==> src/hw/usm_pkg.sv <==
package usm_pkg;

	// register bus
	localparam int         ADDR_W     = 3;
	localparam int         DATA_W     = 16;
	localparam logic [2:0] REG_CTRL   = 3'h0;
	localparam logic [2:0] REG_DATA   = 3'h1;
	localparam logic [2:0] REG_PHASE  = 3'h2;
	localparam logic [2:0] REG_PORT   = 3'h3;

	// serial_control_reg fields
	localparam int         CTRL_RXDONE = 0;
	localparam int         CTRL_TXDONE = 1;
	localparam int         CTRL_EXTRA  = 2;
	localparam int         CTRL_RXEN   = 4;
	localparam int         CTRL_SEL    = 5;
	localparam int         CTRL_MODE   = 6;
	localparam int         CTRL_DOUBLE = 7;
	localparam logic [7:0] CTRL_RST    = 8'h00;

	// port control fields: pin_direction_bits and pin_level_drive_bits
	localparam int         PORT_DIR_TX = 0;
	localparam int         PORT_DIR_RX = 1;
	localparam int         PORT_LVL_TX = 2;
	localparam int         PORT_LVL_RX = 3;
	localparam logic [3:0] PORT_RST    = 4'hc;
	localparam logic [15:0] PHASE_RST  = 16'h0000;

	// timing counts
	localparam logic [3:0] M0_DIV_SLOW  = 4'd12;
	localparam logic [3:0] M0_DIV_FAST  = 4'd4;
	localparam logic [1:0] BAUD_PRESCALE = 2'd3;
	localparam logic [3:0] OVS_LAST     = 4'd15;
	localparam logic [3:0] SMP_FIRST    = 4'd7;
	localparam logic [3:0] SMP_MID      = 4'd8;
	localparam logic [3:0] SMP_LAST     = 4'd9;
	localparam logic [2:0] TX_START_DLY = 3'd5;
	localparam logic [3:0] DATA_BITS    = 4'd8;
	localparam logic [3:0] STOP_IDX     = 4'd9;

	typedef enum logic [1:0] {M0_IDLE, M0_TX, M0_RX} usm_m0_e;
	typedef enum logic [1:0] {T_IDLE, T_WAIT, T_DLY, T_SEND} usm_tx_e;
	typedef enum logic       {R_IDLE, R_BUSY} usm_rx_e;

endpackage

==> src/hw/usm_baud_if.sv <==
`timescale 1ns/1ps
// baud clock generator settings and its pulse output
interface usm_baud_if;
	logic [15:0] phase;
	logic        rate_double;
	logic        tick;
	modport gen  (input phase, input rate_double, output tick);
	modport user (output phase, output rate_double, input tick);
endinterface

==> src/hw/usm_uart.sv <==
// Function
// - mode 0 makes clock; mode 1 full-duplex
// - data read gives receive buffer, write transmits
// - receive shifter separate from readable buffer
// - idle pins follow port direction, level bits
// - mode 0 master: clock out, data LSB first
// - mode 0 clock is system/12 or /4
// - mode 0 data write sends eight bits
// - mode 0 data set before falling edge
// - mode 0 receive needs enable, flag clear
// - mode 0 latch on rising edges, set flag
// - mode 1 frame: start, eight data, stop
// - mode 1 send five cycles after bit tick
// - mode 1 sets transmit flag at stop bit
// - mode 1 falling edge starts receive
// - stop middle: accept when flag clear, check ok
// - rejected word leaves buffer, flag untouched
// - after stop middle, watch for falling edge
// - samples at counts 7,8,9, majority vote
// - start bit voting one abandons reception
// - baud pulses divided by sixteen per bit
// - phase added every clock or every fourth
`timescale 1ns/1ps
module usm_uart
	import usm_pkg::*;
(
	input  wire logic              clk_sys,
	input  wire logic              resetn,
	input  wire logic [ADDR_W-1:0] reg_addr,
	input  wire logic [DATA_W-1:0] reg_wdata,
	input  wire logic              reg_wr,
	input  wire logic              reg_rd,
	output logic      [DATA_W-1:0] reg_rdata,
	output logic                   txd_out,
	output logic                   txd_oe,
	input  wire logic              rxd_in,
	output logic                   rxd_out,
	output logic                   rxd_oe
);
	usm_baud_if bif ();

	logic [7:0]  ctrl_q;
	logic [3:0]  port_q;
	logic [15:0] phase_q;
	logic [7:0]  rx_buf_q;
	logic [15:0] rdata_q;
	logic        rxs1_q, rxs2_q, rxs3_q, rxf_q, rxprev_q;
	usm_m0_e     m0_st_q;
	logic [3:0]  m0_div_q, m0_cnt_q;
	logic [7:0]  m0_sh_q;
	logic        m0_clk_q, m0_dat_q;
	logic [3:0]  div16_q;
	usm_tx_e     tx_st_q;
	logic [7:0]  tx_buf_q;
	logic [9:0]  tx_fr_q;
	logic [3:0]  tx_cnt_q, tx_idx_q;
	logic [2:0]  dly_q;
	usm_rx_e     rx_st_q;
	logic [3:0]  rx_cnt_q, rx_idx_q;
	logic [7:0]  rx_sh_q;
	logic        txo_q, txe_q, rxo_q, rxe_q;
	logic        mode1, wr_ctrl, wr_data, m0_half, m0_rise, bit_tick, fall, vote, smp_en;
	logic        m0_rx_go, m0_done, rx_eval, rx_ok, ti_set, ri_set, tx_stop_enter, rx_acc;

	assign mode1   = ctrl_q[CTRL_MODE];
	assign wr_ctrl = reg_wr && (reg_addr == REG_CTRL);
	assign wr_data = reg_wr && (reg_addr == REG_DATA);

	////////////////////////////////////////////////////////////////////////
	// baud generator and sample voter
	assign bif.phase       = phase_q;
	assign bif.rate_double = ctrl_q[CTRL_DOUBLE];

	usm_baud u_baud (
		.clk_sys (clk_sys),
		.resetn  (resetn),
		.bif     (bif.gen)
	);

	assign smp_en = (rx_st_q == R_BUSY) && bif.tick && (rx_cnt_q == SMP_FIRST || rx_cnt_q == SMP_MID);

	usm_vote u_vote (
		.clk_sys (clk_sys),
		.resetn  (resetn),
		.smp_en  (smp_en),
		.smp_in  (rxf_q),
		.maj     (vote)
	);

	////////////////////////////////////////////////////////////////////////
	// receive pin: three stages, change taken when stages 2 and 3 agree
	always_ff @(posedge clk_sys or negedge resetn) begin
		if (!resetn) begin
			rxs1_q   <= 1'b1;
			rxs2_q   <= 1'b1;
			rxs3_q   <= 1'b1;
			rxf_q    <= 1'b1;
			rxprev_q <= 1'b1;
		end else begin
			rxs1_q   <= rxd_in;
			rxs2_q   <= rxs1_q;
			rxs3_q   <= rxs2_q;
			rxprev_q <= rxf_q;
			if (rxs2_q == rxs3_q) begin
				rxf_q <= rxs3_q;
			end
		end
	end

	assign fall = rxprev_q & ~rxf_q;

	////////////////////////////////////////////////////////////////////////
	// software registers; hardware setting a flag wins over a clear
	assign ti_set = (m0_done && m0_st_q == M0_TX) || tx_stop_enter;
	assign ri_set = (m0_done && m0_st_q == M0_RX) || rx_acc;

	always_ff @(posedge clk_sys or negedge resetn) begin
		if (!resetn) begin
			ctrl_q  <= CTRL_RST;
			port_q  <= PORT_RST;
			phase_q <= PHASE_RST;
		end else begin
			if (wr_ctrl) begin
				ctrl_q <= reg_wdata[7:0];
			end
			if (reg_wr && reg_addr == REG_PORT) begin
				port_q <= reg_wdata[3:0];
			end
			if (reg_wr && reg_addr == REG_PHASE) begin
				phase_q <= reg_wdata;
			end
			if (ri_set) begin
				ctrl_q[CTRL_RXDONE] <= 1'b1;
			end
			if (ti_set) begin
				ctrl_q[CTRL_TXDONE] <= 1'b1;
			end
			if (rx_acc) begin
				ctrl_q[CTRL_EXTRA] <= vote;
			end
		end
	end

	// read data one cycle after the strobe; unmapped reads zero
	always_ff @(posedge clk_sys or negedge resetn) begin
		if (!resetn) begin
			rdata_q <= 16'h0000;
		end else if (reg_rd) begin
			unique case (reg_addr)
				REG_CTRL:  rdata_q <= {8'h00, ctrl_q};
				REG_DATA:  rdata_q <= {8'h00, rx_buf_q};
				REG_PHASE: rdata_q <= phase_q;
				REG_PORT:  rdata_q <= {12'h000, port_q};
				default:   rdata_q <= 16'h0000;
			endcase
		end else begin
			rdata_q <= 16'h0000;
		end
	end

	////////////////////////////////////////////////////////////////////////
	// mode 0 shift engine: half-period pulses from the system clock
	assign m0_half  = (m0_st_q != M0_IDLE) &&
	                  (m0_div_q == ((ctrl_q[CTRL_SEL] ? M0_DIV_FAST : M0_DIV_SLOW) >> 1) - 4'd1);
	assign m0_rise  = m0_half && !m0_clk_q;
	assign m0_done  = m0_rise && (m0_cnt_q == DATA_BITS - 4'd1);
	assign m0_rx_go = !mode1 && ctrl_q[CTRL_RXEN] && !ctrl_q[CTRL_RXDONE] && !wr_data;

	always_ff @(posedge clk_sys or negedge resetn) begin
		if (!resetn) begin
			m0_st_q  <= M0_IDLE;
			m0_div_q <= 4'h0;
			m0_cnt_q <= 4'h0;
			m0_sh_q  <= 8'h00;
			m0_clk_q <= 1'b1;
			m0_dat_q <= 1'b1;
		end else begin
			unique case (m0_st_q)
				M0_IDLE: begin
					m0_div_q <= 4'h0;
					m0_cnt_q <= 4'h0;
					m0_clk_q <= 1'b1;
					if (!mode1 && wr_data) begin
						m0_st_q  <= M0_TX;
						m0_sh_q  <= reg_wdata[7:0];
						m0_dat_q <= reg_wdata[0];
					end else if (m0_rx_go) begin
						m0_st_q <= M0_RX;
					end
				end
				M0_TX, M0_RX: begin
					m0_div_q <= m0_half ? 4'h0 : m0_div_q + 4'h1;
					if (m0_half) begin
						m0_clk_q <= ~m0_clk_q;
					end
					if (m0_rise) begin
						m0_cnt_q <= m0_cnt_q + 4'h1;
						if (m0_st_q == M0_TX) begin
							m0_sh_q  <= {1'b0, m0_sh_q[7:1]};
							m0_dat_q <= m0_sh_q[1];
						end else begin
							m0_sh_q <= {rxf_q, m0_sh_q[7:1]};
						end
						if (m0_done) begin
							m0_st_q <= M0_IDLE;
						end
					end
				end
				default: m0_st_q <= M0_IDLE;
			endcase
		end
	end

	////////////////////////////////////////////////////////////////////////
	// divide-by-16 of the baud pulse gives the bit tick
	always_ff @(posedge clk_sys or negedge resetn) begin
		if (!resetn) begin
			div16_q <= 4'h0;
		end else if (bif.tick) begin
			div16_q <= div16_q + 4'h1;
		end
	end

	assign bit_tick = bif.tick && (div16_q == OVS_LAST);

	////////////////////////////////////////////////////////////////////////
	// mode 1 transmitter; a write while busy is ignored
	assign tx_stop_enter = (tx_st_q == T_SEND) && bif.tick && (tx_cnt_q == OVS_LAST) &&
	                       (tx_idx_q == STOP_IDX - 4'd1);

	always_ff @(posedge clk_sys or negedge resetn) begin
		if (!resetn) begin
			tx_st_q  <= T_IDLE;
			tx_buf_q <= 8'h00;
			tx_fr_q  <= 10'h3ff;
			tx_cnt_q <= 4'h0;
			tx_idx_q <= 4'h0;
			dly_q    <= 3'h0;
		end else begin
			unique case (tx_st_q)
				T_IDLE: begin
					if (mode1 && wr_data) begin
						tx_buf_q <= reg_wdata[7:0];
						tx_st_q  <= T_WAIT;
					end
				end
				T_WAIT: begin
					if (bit_tick) begin
						tx_st_q <= T_DLY;
						dly_q   <= 3'h1;
					end
				end
				T_DLY: begin
					dly_q <= dly_q + 3'h1;
					if (dly_q == TX_START_DLY - 3'd1) begin
						tx_st_q  <= T_SEND;
						tx_fr_q  <= {1'b1, tx_buf_q, 1'b0};
						tx_cnt_q <= 4'h0;
						tx_idx_q <= 4'h0;
					end
				end
				T_SEND: begin
					if (bif.tick) begin
						tx_cnt_q <= tx_cnt_q + 4'h1;
						if (tx_cnt_q == OVS_LAST) begin
							tx_fr_q  <= {1'b1, tx_fr_q[9:1]};
							tx_idx_q <= tx_idx_q + 4'h1;
							if (tx_idx_q == STOP_IDX) begin
								tx_st_q <= T_IDLE;
							end
						end
					end
				end
			endcase
		end
	end

	////////////////////////////////////////////////////////////////////////
	// mode 1 receiver; runs beside the transmitter
	assign rx_eval = (rx_st_q == R_BUSY) && bif.tick && (rx_cnt_q == SMP_LAST);
	assign rx_ok   = !ctrl_q[CTRL_RXDONE] && (!ctrl_q[CTRL_SEL] || vote);
	// in mode 1 only the stop bit decision may load the buffer and raise the flag; mode 0 loads it at m0_done
	assign rx_acc  = rx_eval && (rx_idx_q == STOP_IDX) && rx_ok;

	always_ff @(posedge clk_sys or negedge resetn) begin
		if (!resetn) begin
			rx_st_q  <= R_IDLE;
			rx_cnt_q <= 4'h0;
			rx_idx_q <= 4'h0;
			rx_sh_q  <= 8'h00;
			rx_buf_q <= 8'h00;
		end else begin
			if (m0_done && m0_st_q == M0_RX) begin
				rx_buf_q <= {rxf_q, m0_sh_q[7:1]};
			end
			unique case (rx_st_q)
				R_IDLE: begin
					rx_cnt_q <= 4'h0;
					rx_idx_q <= 4'h0;
					if (mode1 && ctrl_q[CTRL_RXEN] && fall) begin
						rx_st_q <= R_BUSY;
					end
				end
				R_BUSY: begin
					if (bif.tick) begin
						rx_cnt_q <= rx_cnt_q + 4'h1;
						if (rx_cnt_q == OVS_LAST) begin
							rx_idx_q <= rx_idx_q + 4'h1;
						end
					end
					if (rx_eval) begin
						if (rx_idx_q == 4'h0 && vote) begin
							rx_st_q <= R_IDLE;
						end else if (rx_idx_q == STOP_IDX) begin
							rx_st_q <= R_IDLE;
							if (rx_ok) begin
								rx_buf_q <= rx_sh_q;
							end
						end else if (rx_idx_q != 4'h0) begin
							rx_sh_q <= {vote, rx_sh_q[7:1]};
						end
					end
					if (!mode1) begin
						rx_st_q <= R_IDLE;
					end
				end
			endcase
		end
	end

	////////////////////////////////////////////////////////////////////////
	// pin drive; outside a character the port bits take over
	// shift clock pin takes the clock's next value, data pin lags a cycle: data holds past each rise
	always_ff @(posedge clk_sys or negedge resetn) begin
		if (!resetn) begin
			txo_q <= 1'b1;
			txe_q <= 1'b0;
			rxo_q <= 1'b1;
			rxe_q <= 1'b0;
		end else begin
			if (m0_st_q != M0_IDLE) begin
				txo_q <= m0_half ? ~m0_clk_q : m0_clk_q;
				txe_q <= 1'b1;
			end else if (tx_st_q == T_SEND) begin
				txo_q <= tx_fr_q[0];
				txe_q <= 1'b1;
			end else begin
				txo_q <= port_q[PORT_LVL_TX];
				txe_q <= port_q[PORT_DIR_TX];
			end
			if (m0_st_q == M0_TX) begin
				rxo_q <= m0_dat_q;
				rxe_q <= 1'b1;
			end else if (m0_st_q == M0_RX) begin
				rxo_q <= port_q[PORT_LVL_RX];
				rxe_q <= 1'b0;
			end else begin
				rxo_q <= port_q[PORT_LVL_RX];
				rxe_q <= port_q[PORT_DIR_RX];
			end
		end
	end

	assign reg_rdata = rdata_q;
	assign txd_out   = txo_q;
	assign txd_oe    = txe_q;
	assign rxd_out   = rxo_q;
	assign rxd_oe    = rxe_q;

	////////////////////////////////////////////////////////////////////////
	// checks
	a_read_rx_buf: assert property (@(posedge clk_sys) disable iff (!resetn)
		reg_rd && reg_addr == REG_DATA |=> rdata_q == {8'h00, $past(rx_buf_q)})
		else $error("data read did not return receive buffer");
	a_m0_tx_start: assert property (@(posedge clk_sys) disable iff (!resetn)
		m0_st_q == M0_IDLE && !mode1 && wr_data |=> m0_st_q == M0_TX ##1 txe_q)
		else $error("mode 0 write did not start sending");
	a_m0_rx_gate: assert property (@(posedge clk_sys) disable iff (!resetn)
		m0_st_q == M0_IDLE && ctrl_q[CTRL_RXDONE] |=> m0_st_q != M0_RX)
		else $error("mode 0 receive started with flag set");
	a_flag_set_wins: assert property (@(posedge clk_sys) disable iff (!resetn)
		ri_set |=> ctrl_q[CTRL_RXDONE]) else $error("receive flag lost");
	a_tx_start_delay: assert property (@(posedge clk_sys) disable iff (!resetn)
		tx_st_q == T_WAIT && bit_tick |-> ##5 tx_st_q == T_SEND ##1 (txo_q == 1'b0))
		else $error("mode 1 start bit not five cycles after bit tick");
	a_ti_on_stop: assert property (@(posedge clk_sys) disable iff (!resetn)
		tx_stop_enter |=> ctrl_q[CTRL_TXDONE] && tx_idx_q == STOP_IDX)
		else $error("transmit flag not set at stop bit");
	a_start_abandon: assert property (@(posedge clk_sys) disable iff (!resetn)
		rx_eval && rx_idx_q == 4'h0 && vote |=> rx_st_q == R_IDLE)
		else $error("false start bit not abandoned");
	a_reject_keeps: assert property (@(posedge clk_sys) disable iff (!resetn)
		rx_eval && rx_idx_q == STOP_IDX && !rx_ok && m0_st_q == M0_IDLE |=> $stable(rx_buf_q))
		else $error("rejected word changed the buffer");
	a_pin_fallback: assert property (@(posedge clk_sys) disable iff (!resetn)
		m0_st_q == M0_IDLE && tx_st_q != T_SEND |=> txe_q == $past(port_q[PORT_DIR_TX]))
		else $error("idle transmit pin ignored port direction");
	a_rx_accept: assert property (@(posedge clk_sys) disable iff (!resetn)
		rx_acc |=> ctrl_q[CTRL_RXDONE] && rx_buf_q == $past(rx_sh_q))
		else $error("accepted word not loaded with flag");
	a_rx_no_early: assert property (@(posedge clk_sys) disable iff (!resetn)
		rx_eval && rx_idx_q != STOP_IDX && !ctrl_q[CTRL_RXDONE] && !wr_ctrl && mode1 |=> !ctrl_q[CTRL_RXDONE])
		else $error("receive flag set before the stop bit");
endmodule

==> src/hw/usm_baud.sv <==
`timescale 1ns/1ps
module usm_baud
	import usm_pkg::*;
(
	input wire logic clk_sys,
	input wire logic resetn,
	usm_baud_if.gen  bif
);
	logic [1:0]  pre_q;
	logic [16:0] acc_q;
	logic [16:0] sum;
	logic        step;
	logic        tick_q;

	// step every clock when doubled, else every 4th clock
	assign step = bif.rate_double | (pre_q == BAUD_PRESCALE);
	assign sum  = {1'b0, acc_q[15:0]} + {1'b0, bif.phase};

	always_ff @(posedge clk_sys or negedge resetn) begin
		if (!resetn) begin
			pre_q <= 2'h0;
		end else begin
			pre_q <= pre_q + 2'h1;
		end
	end

	// phase accumulator; carry out of bit 15 is the baud pulse
	always_ff @(posedge clk_sys or negedge resetn) begin
		if (!resetn) begin
			acc_q  <= 17'h00000;
			tick_q <= 1'b0;
		end else begin
			tick_q <= step & sum[16];
			if (step) begin
				acc_q <= {1'b0, sum[15:0]};
			end
		end
	end

	assign bif.tick = tick_q;

	a_baud_carry: assert property (@(posedge clk_sys) disable iff (!resetn)
		step && sum[16] |=> tick_q) else $error("baud carry gave no pulse");
endmodule

==> src/hw/usm_vote.sv <==
`timescale 1ns/1ps
module usm_vote (
	input  wire logic clk_sys,
	input  wire logic resetn,
	input  wire logic smp_en,
	input  wire logic smp_in,
	output logic      maj
);
	logic [1:0] smp_q;

	// keep the first two samples; the third is the live input
	always_ff @(posedge clk_sys or negedge resetn) begin
		if (!resetn) begin
			smp_q <= 2'h0;
		end else if (smp_en) begin
			smp_q <= {smp_q[0], smp_in};
		end
	end

	// two of three decide the bit
	assign maj = (smp_q[1] & smp_q[0]) | (smp_q[1] & smp_in) | (smp_q[0] & smp_in);

	a_vote_majority: assert property (@(posedge clk_sys) disable iff (!resetn)
		(smp_q == 2'h3) |-> maj) else $error("two ones did not win the vote");
endmodule

==> config.mk <==
export PLATFORM = sky130hd
export DESIGN_NAME = usm_uart
export DESIGN_NICKNAME = d
export VERILOG_FILES = /design/src/hw/usm_pkg.sv /design/src/hw/usm_baud_if.sv /design/src/hw/usm_uart.sv /design/src/hw/usm_baud.sv /design/src/hw/usm_vote.sv
export SDC_FILE = /design/constraint.sdc
export NUM_CORES = 1
export LEC_CHECK = 0
export ABC_AREA = 1
export BUFFER_PORTS_ARGS = -buffer_cell sky130_fd_sc_hd__buf_2
export CELL_PAD_IN_SITES_DETAIL_PLACEMENT = 0
export CELL_PAD_IN_SITES_GLOBAL_PLACEMENT = 1
export CORE_MARGIN = 1.5
export CORE_UTILIZATION = 35
export CTS_BUF_LIST = sky130_fd_sc_hd__clkbuf_2 sky130_fd_sc_hd__clkbuf_4 sky130_fd_sc_hd__clkbuf_8
export CTS_CLUSTER_DIAMETER = 40
export CTS_CLUSTER_SIZE = 28
export DETAILED_ROUTE_END_ITERATION = 10
export GPL_ROUTABILITY_DRIVEN = 0
export PLACE_DENSITY_LB_ADDON = 0.1
export SYNTH_ARGS = -nofsm -noshare
export SYNTH_HDL_FRONTEND = slang
export SYNTH_SLANG_ARGS = --single-unit
==> constraint.sdc <==
create_clock -name clk_sys -period 5.5 [get_ports clk_sys]
set_input_delay 0.55 -clock clk_sys [delete_from_list [all_inputs] [get_ports clk_sys]]
set_output_delay 0.55 -clock clk_sys [all_outputs]
set_load 0.03 [all_outputs]
### Yosys cells after proc, flatten, opt, wreduce, memory -nomap -nowiden

Index checks and enable logic that the tools add are counted.

| storage, ports and cells | value |
|---|---|
| flip-flop bits (word level) | 154 |
| output and inout port bits | 20 |
| logic and storage cells | 226 |

| cells by class | value |
|---|---|
| add/subtract/negate cells | 11 |
| eq/ne operators | 35 |
| mux-type cells | 69 |
| bitwise gates (word level) | 13 |
| reductions and logical operators | 60 |

Operators with widths:

| kind | number |
|---|---|
| 2-to-1 mux 8 bit | 9 |
| case mux 16 bit (4 select lines) | 1 |
| case mux 4 bit (2 select lines) | 6 |
| 2-to-1 mux 4 bit | 10 |
| == test 4 bit (second input constant) | 8 |
| 2-to-1 mux 10 bit | 3 |
| adder 4 x 1 -> 4 bit (second input constant) | 7 |
| logical AND 1 bit | 27 |
| 2-to-1 mux 2 bit | 10 |
| case mux 10 bit (2 select lines) | 1 |
| 2-to-1 mux 1 bit | 19 |
| != test 2 bit (second input constant) | 9 |
| adder 16 x 16 -> 17 bit | 1 |
| 2-to-1 mux 16 bit | 1 |
| case mux 8 bit (2 select lines) | 1 |
| nonzero test 2 bit | 7 |
| AND reduction 3 bit | 3 |
| == test 2 bit (second input constant) | 4 |
| == test 4 x 3 -> 1 bit (second input constant) | 2 |
| case mux 2 bit (4 select lines) | 1 |
| AND reduction 2 bit | 4 |
| AND reduction 4 bit | 2 |
| == test 3 x 2 -> 1 bit (second input constant) | 2 |
| 2-to-1 mux 3 bit | 2 |
| other kinds (25) | 48 |

### Depth between registers and ports, before layout

| depth | value |
|---|---|
| depth after elaboration | 13 |
| gate-level depth with buffers | 13 |
| mapped depth without buffers | 13 |

### Modules after synthesis

From an unflattened synthesis, not the netlist that was laid out.

| unflattened totals | value |
|---|---|
| cell total of the unflattened synthesis | 974 |
| area, all modules | 7945.1 sq um |

By module, submodules not included:

| module | times used | cells each | area each (sq um) | sequential area each (sq um) |
|---|---|---|---|---|
| usm_uart | 1 | 711 | 6232.2 | 3303.2 |
| usm_baud | 1 | 251 | 1621.6 | 475.5 |
| usm_vote | 1 | 12 | 91.3 | 50.0 |

### Worst setup path before layout

No wires, ideal clock.

| path | value |
|---|---|
| kind | flip-flop to flip-flop |
| from | register m0_st_q[0] |
| to | register rx_buf_q[4] |
| setup time | 117 ps |
| data arrival time | 1934 ps |
| data required time | 5383 ps |
| setup slack | 3448 ps |
| stages on the path, launching flop included | 14 |
| cells stage by stage | dfrtp_1 inv_1 ha_1 nor3b_1 nand2_1 inv_1 ha_1 nand4_1 nor2_4 inv_2 nand2_1 o21ai_0 nand2_1 o21ai_2 |

| between the ends | value |
|---|---|
| word-level cells in the longest chain between the ends | 11 |
| elaborated cells on any way between the ends | 12 |

Ends and longest elaborated chain:

| what | RTL line | source |
|---|---|---|
| from (decl) | usm_uart.sv:48 | `usm_m0_e m0_st_q;` |
| from (signal assigned) | usm_uart.sv:171 | `m0_st_q <= M0_IDLE;` |
| from (signal assigned) | usm_uart.sv:184 | `m0_st_q <= M0_TX;` |
| from (signal assigned) | usm_uart.sv:188 | `m0_st_q <= M0_RX;` |
| nonzero test 2 bit | usm_uart.sv:163 | `assign m0_half = (m0_st_q != M0_IDLE) &&` |
| logical AND 1 bit | usm_uart.sv:163 |  |
| logical AND 1 bit | usm_uart.sv:165 | `assign m0_rise = m0_half && !m0_clk_q;` |
| logical AND 1 bit | usm_uart.sv:166 | `assign m0_done = m0_rise && (m0_cnt_q == DATA_BITS - 4'd1);` |
| logical AND 1 bit (*) | usm_uart.sv:293 | `if (m0_done && m0_st_q == M0_RX) begin` |
| 2-to-1 mux 8 bit (*) | usm_uart.sv:293 |  |
| 2-to-1 mux 8 bit | usm_uart.sv:316 | `if (rx_ok) begin` |
| 2-to-1 mux 8 bit | usm_uart.sv:314 | `end else if (rx_idx_q == STOP_IDX) begin` |
| 2-to-1 mux 8 bit | usm_uart.sv:312 | `if (rx_idx_q == 4'h0 && vote) begin` |
| 2-to-1 mux 8 bit | usm_uart.sv:311 | `if (rx_eval) begin` |
| 2-to-1 mux 8 bit (*) | usm_uart.sv:296 | `unique case (rx_st_q)` |
| to (signal assigned) | usm_uart.sv:294 | `rx_buf_q <= {rxf_q, m0_sh_q[7:1]};` |
| to (signal assigned) | usm_uart.sv:317 | `rx_buf_q <= rx_sh_q;` |
| to (decl) | usm_uart.sv:45 | `logic [7:0] rx_buf_q;` |

Mark *: on every way between the ends. The rest lies on a longest branch, timed or not.
A chain may end at the register's enable or synchronous reset.

### Final worst setup path

Ends and elaborated chain as after synthesis.

==> flow_summary.ini <==
[run_status]
run_status = complete, no violations

[timing]
setup_tns_ns = 0
final_max_slew_viol_count = 0
grt_setup_unrepaired = false
setup_violations = 0
slew_headroom_pct = 33.8
min_period_ns = 2.47
fmax_mhz = 404
skew_ns = 0.0135
hold_violations = 0
worstMarginPinSlew_ns = 0.990
finalCritPeriodShare_pct = 45.0

[floorplan]
fp.coreArea_sq_um = 21800
ios = 44
initial_core_util_pct = 35.7
chipHeight_um = 152
std_cell_rows = 54
die_w_um = 152
dieArea_sq_um = 23100

[clocking]
tritoncts = built
clk_pin_slew_ns = 0.09
post_cts_buffers = 0
cts_buffer_depth = 2
hold_buffers = 0
cts_sinks = 152
root_buffer = clkbuf_8
cts_resized = 0
cts-htree-levels = 4
clk_latency_ns = 0.46
numCtsBuffers = 17

[drt]
wl_per_cell_um = 14.6
viasPerCell = 4.63
drt_pass1_iterations = 4
drc = 0
vias = 5900
antenna_left = 0
routed_wl_um = 18700
drtIter0Drc = 271

[logic_synthesis]
syn_avg_cell_area_sq_um = 8.31
ys_seq_elements = 152
async_flop_share_pct = 100
synthTopCellsByArea = dfrtp_1, nand2_1, ha_1
yosysSeqAreaShare_pct = 49.3
syn_inst = 934
synth_top_area_share_pct = 42.6
synth_top_cell_by_area = dfrtp_1
synthDistinctLibCells = 42
syn_area_sq_um = 7760
syn-num-nets = 1002
synthFlopType = dfrtp_1
yosysWarnings = 0
synth_edf_count = 0

[hold_path]
holdCritPathClass = in2async

[place]
dp_hpwl_um = 13700
io_buffers = 43

[global_route]
grt_max_degree = 103
antenna_found_initial = 0
gr-total-overflow = 0
grt_pass1_vias = 5815
grt_first_pass_wirelength_um = 30800
grt_use_total_pct = 16.9

[worst_setup_path]
worstSetupPathType = reg2reg
cp-start-kind = flip-flop
critPathCaptureType = flip-flop
required_ns = 5.89
arrival_ns = 2.86
cp_max_fo = 9

[finish]
final_cell_mix = nand2_1, inv_1, dfrtp_1
diodes = 0
synthToLayoutAreaGrowth_pct = 12.1
final_nets = 1050
drive_above_1_share_pct = 13.0
fill_cells = 2317
multi_input_area_sq_um = 3300
layout_commonest_cell = nand2_1
seq_area_sq_um = 3830
finalCoreUtilization_pct = 40.0

[job]
max_cap_viol_count = 0

[pwr]
power.leakage_nw = 4.43
power.density_nw_per_um2 = 466
peakVddDrop_mv = 0.167
## final timing paths
check                                             from                     end  slack (ns)  cells after the start
worst max-delay path            m0_st_q[0]$_DFFE_PN0P_   rx_buf_q[4]$_DFF_PN0_        3.03                     12
worst min-delay path                            resetn  div16_q[3]$_DFFE_PN0P_        0.20                      1
worst max register to register  m0_st_q[0]$_DFFE_PN0P_   rx_buf_q[4]$_DFF_PN0_        3.03                     12
worst min register to register        rxs1_q$_DFF_PN1_        rxs2_q$_DFF_PN1_        0.36                      0
max in group asynchronous                       resetn   rx_buf_q[2]$_DFF_PN0_        4.11                      2
min in group clk_sys                            rxd_in        rxs1_q$_DFF_PN1_        0.20                      1
## critical path, stage by stage (launching register included)
cell and delay (ns):
dfrtp_1 0.41, inv_1 0.08, ha_1 0.27, nor3b_1 0.25, nand2_1 0.14, inv_1 0.08, ha_1 0.23, nand4_1 0.25
nor2_4 0.26, inv_2 0.11, o21ai_0 0.17, nand2_1 0.09, o21ai_2 0.08
## through the flow
step / area [sq um] / hold slack [ns] / setup slack, ns / instances / total power, mW
3_5_place_dp: 8260 / 0.348 / 3.05 / 1243 / 3.15
5_1_grt: 8700 / 0.158 / 2.76 / 1275 / 4.44
3_3_place_gp: 8260 / 0.346 / 3.13 / 1243 / 3.14
6_report: 8700 / 0.198 / 3.03 / 1275 / 4.05
4_1_cts: 8700 / 0.176 / 3.03 / 1275 / 4.11
2_1_floorplan: 7760 / 0.254 / 3.45 / 934 / 2.75
## final cells by class
cell class / instances / area share (%)
Sequential cell: 152 / 44.0
Multi-Input combinational cell: 620 / 37.9
Inverter: 146 / 6.32
Tap cell: 280 / 4.03
Clock buffer: 20 / 3.09
Timing Repair Buffer: 45 / 2.72
Clock inverter: 12 / 1.90
## cell usage after synthesis (3+ instances only)
| library cell | number |
|---|---|
| clkbuf_1 | 7 |
| xor2_1 | 9 |
| inv_1 | 141 |
| xnor2_1 | 4 |
| nor2_1 | 61 |
| or2_2 | 4 |
| dfrtp_1 | 132 |
| o211ai_1 | 5 |
| inv_2 | 4 |
| nand4_1 | 4 |
| nand2_2 | 4 |
| nand2_1 | 263 |
| nand3_1 | 39 |
| dfstp_2 | 20 |
| nor2_4 | 3 |
| a21oi_1 | 39 |
| ha_1 | 43 |
| o31ai_1 | 6 |
| a211oi_1 | 3 |
| nor3_1 | 6 |
| o22ai_1 | 6 |
| o21ai_2 | 11 |
| o21a_1 | 4 |
| buf_2 | 7 |
| o21ai_0 | 85 |
## report_power, final
group          leakage [nW]  internal (mW)  switching (mW)
clock                 0.210          0.485           0.456
combinational          2.33          0.532           0.959
sequential             1.89           1.43           0.190
## metal layers
metal	wire, um	track usage, %	vias up	share of wire [%]
met3	417	3.91	13	2.2
met1	9360	23.2	2761	50
li1	-	-	3061	-
met2	8670	27.1	65	46
met5	0	0	-	0
met4	215	3.88	0	1.2
## kinds of logic after synthesis
group,after synthesis,share of synthesized area (%)
buffers and inverters,162,8.16
DFF,152,49.3
and+or+nand+nor,394,21.2
xor gates and xnor gates,13,1.47
AOI/OAI and AO/OA,168,12.5
adders and majority gates,45,7.32
## registers in the layout, indices dropped and copies added, names as in the netlist, 2 cells and up
register	count
u_baud.acc_q	16
dly_q	3
port_q	4
tx_buf_q	8
reg_rdata	16
m0_div_q	4
m0_cnt_q	4
rx_cnt_q	4
rx_buf_q	8
ctrl_q	8
u_baud.pre_q	2
rx_idx_q	4
rx_sh_q	8
tx_cnt_q	4
m0_sh_q	7
tx_st_q	2
u_vote.smp_q	2
tx_idx_q	4
div16_q	4
bif.phase	16
m0_st_q	2
tx_fr_q	9
No activity file was read; power rests on OpenSTA's default activity.
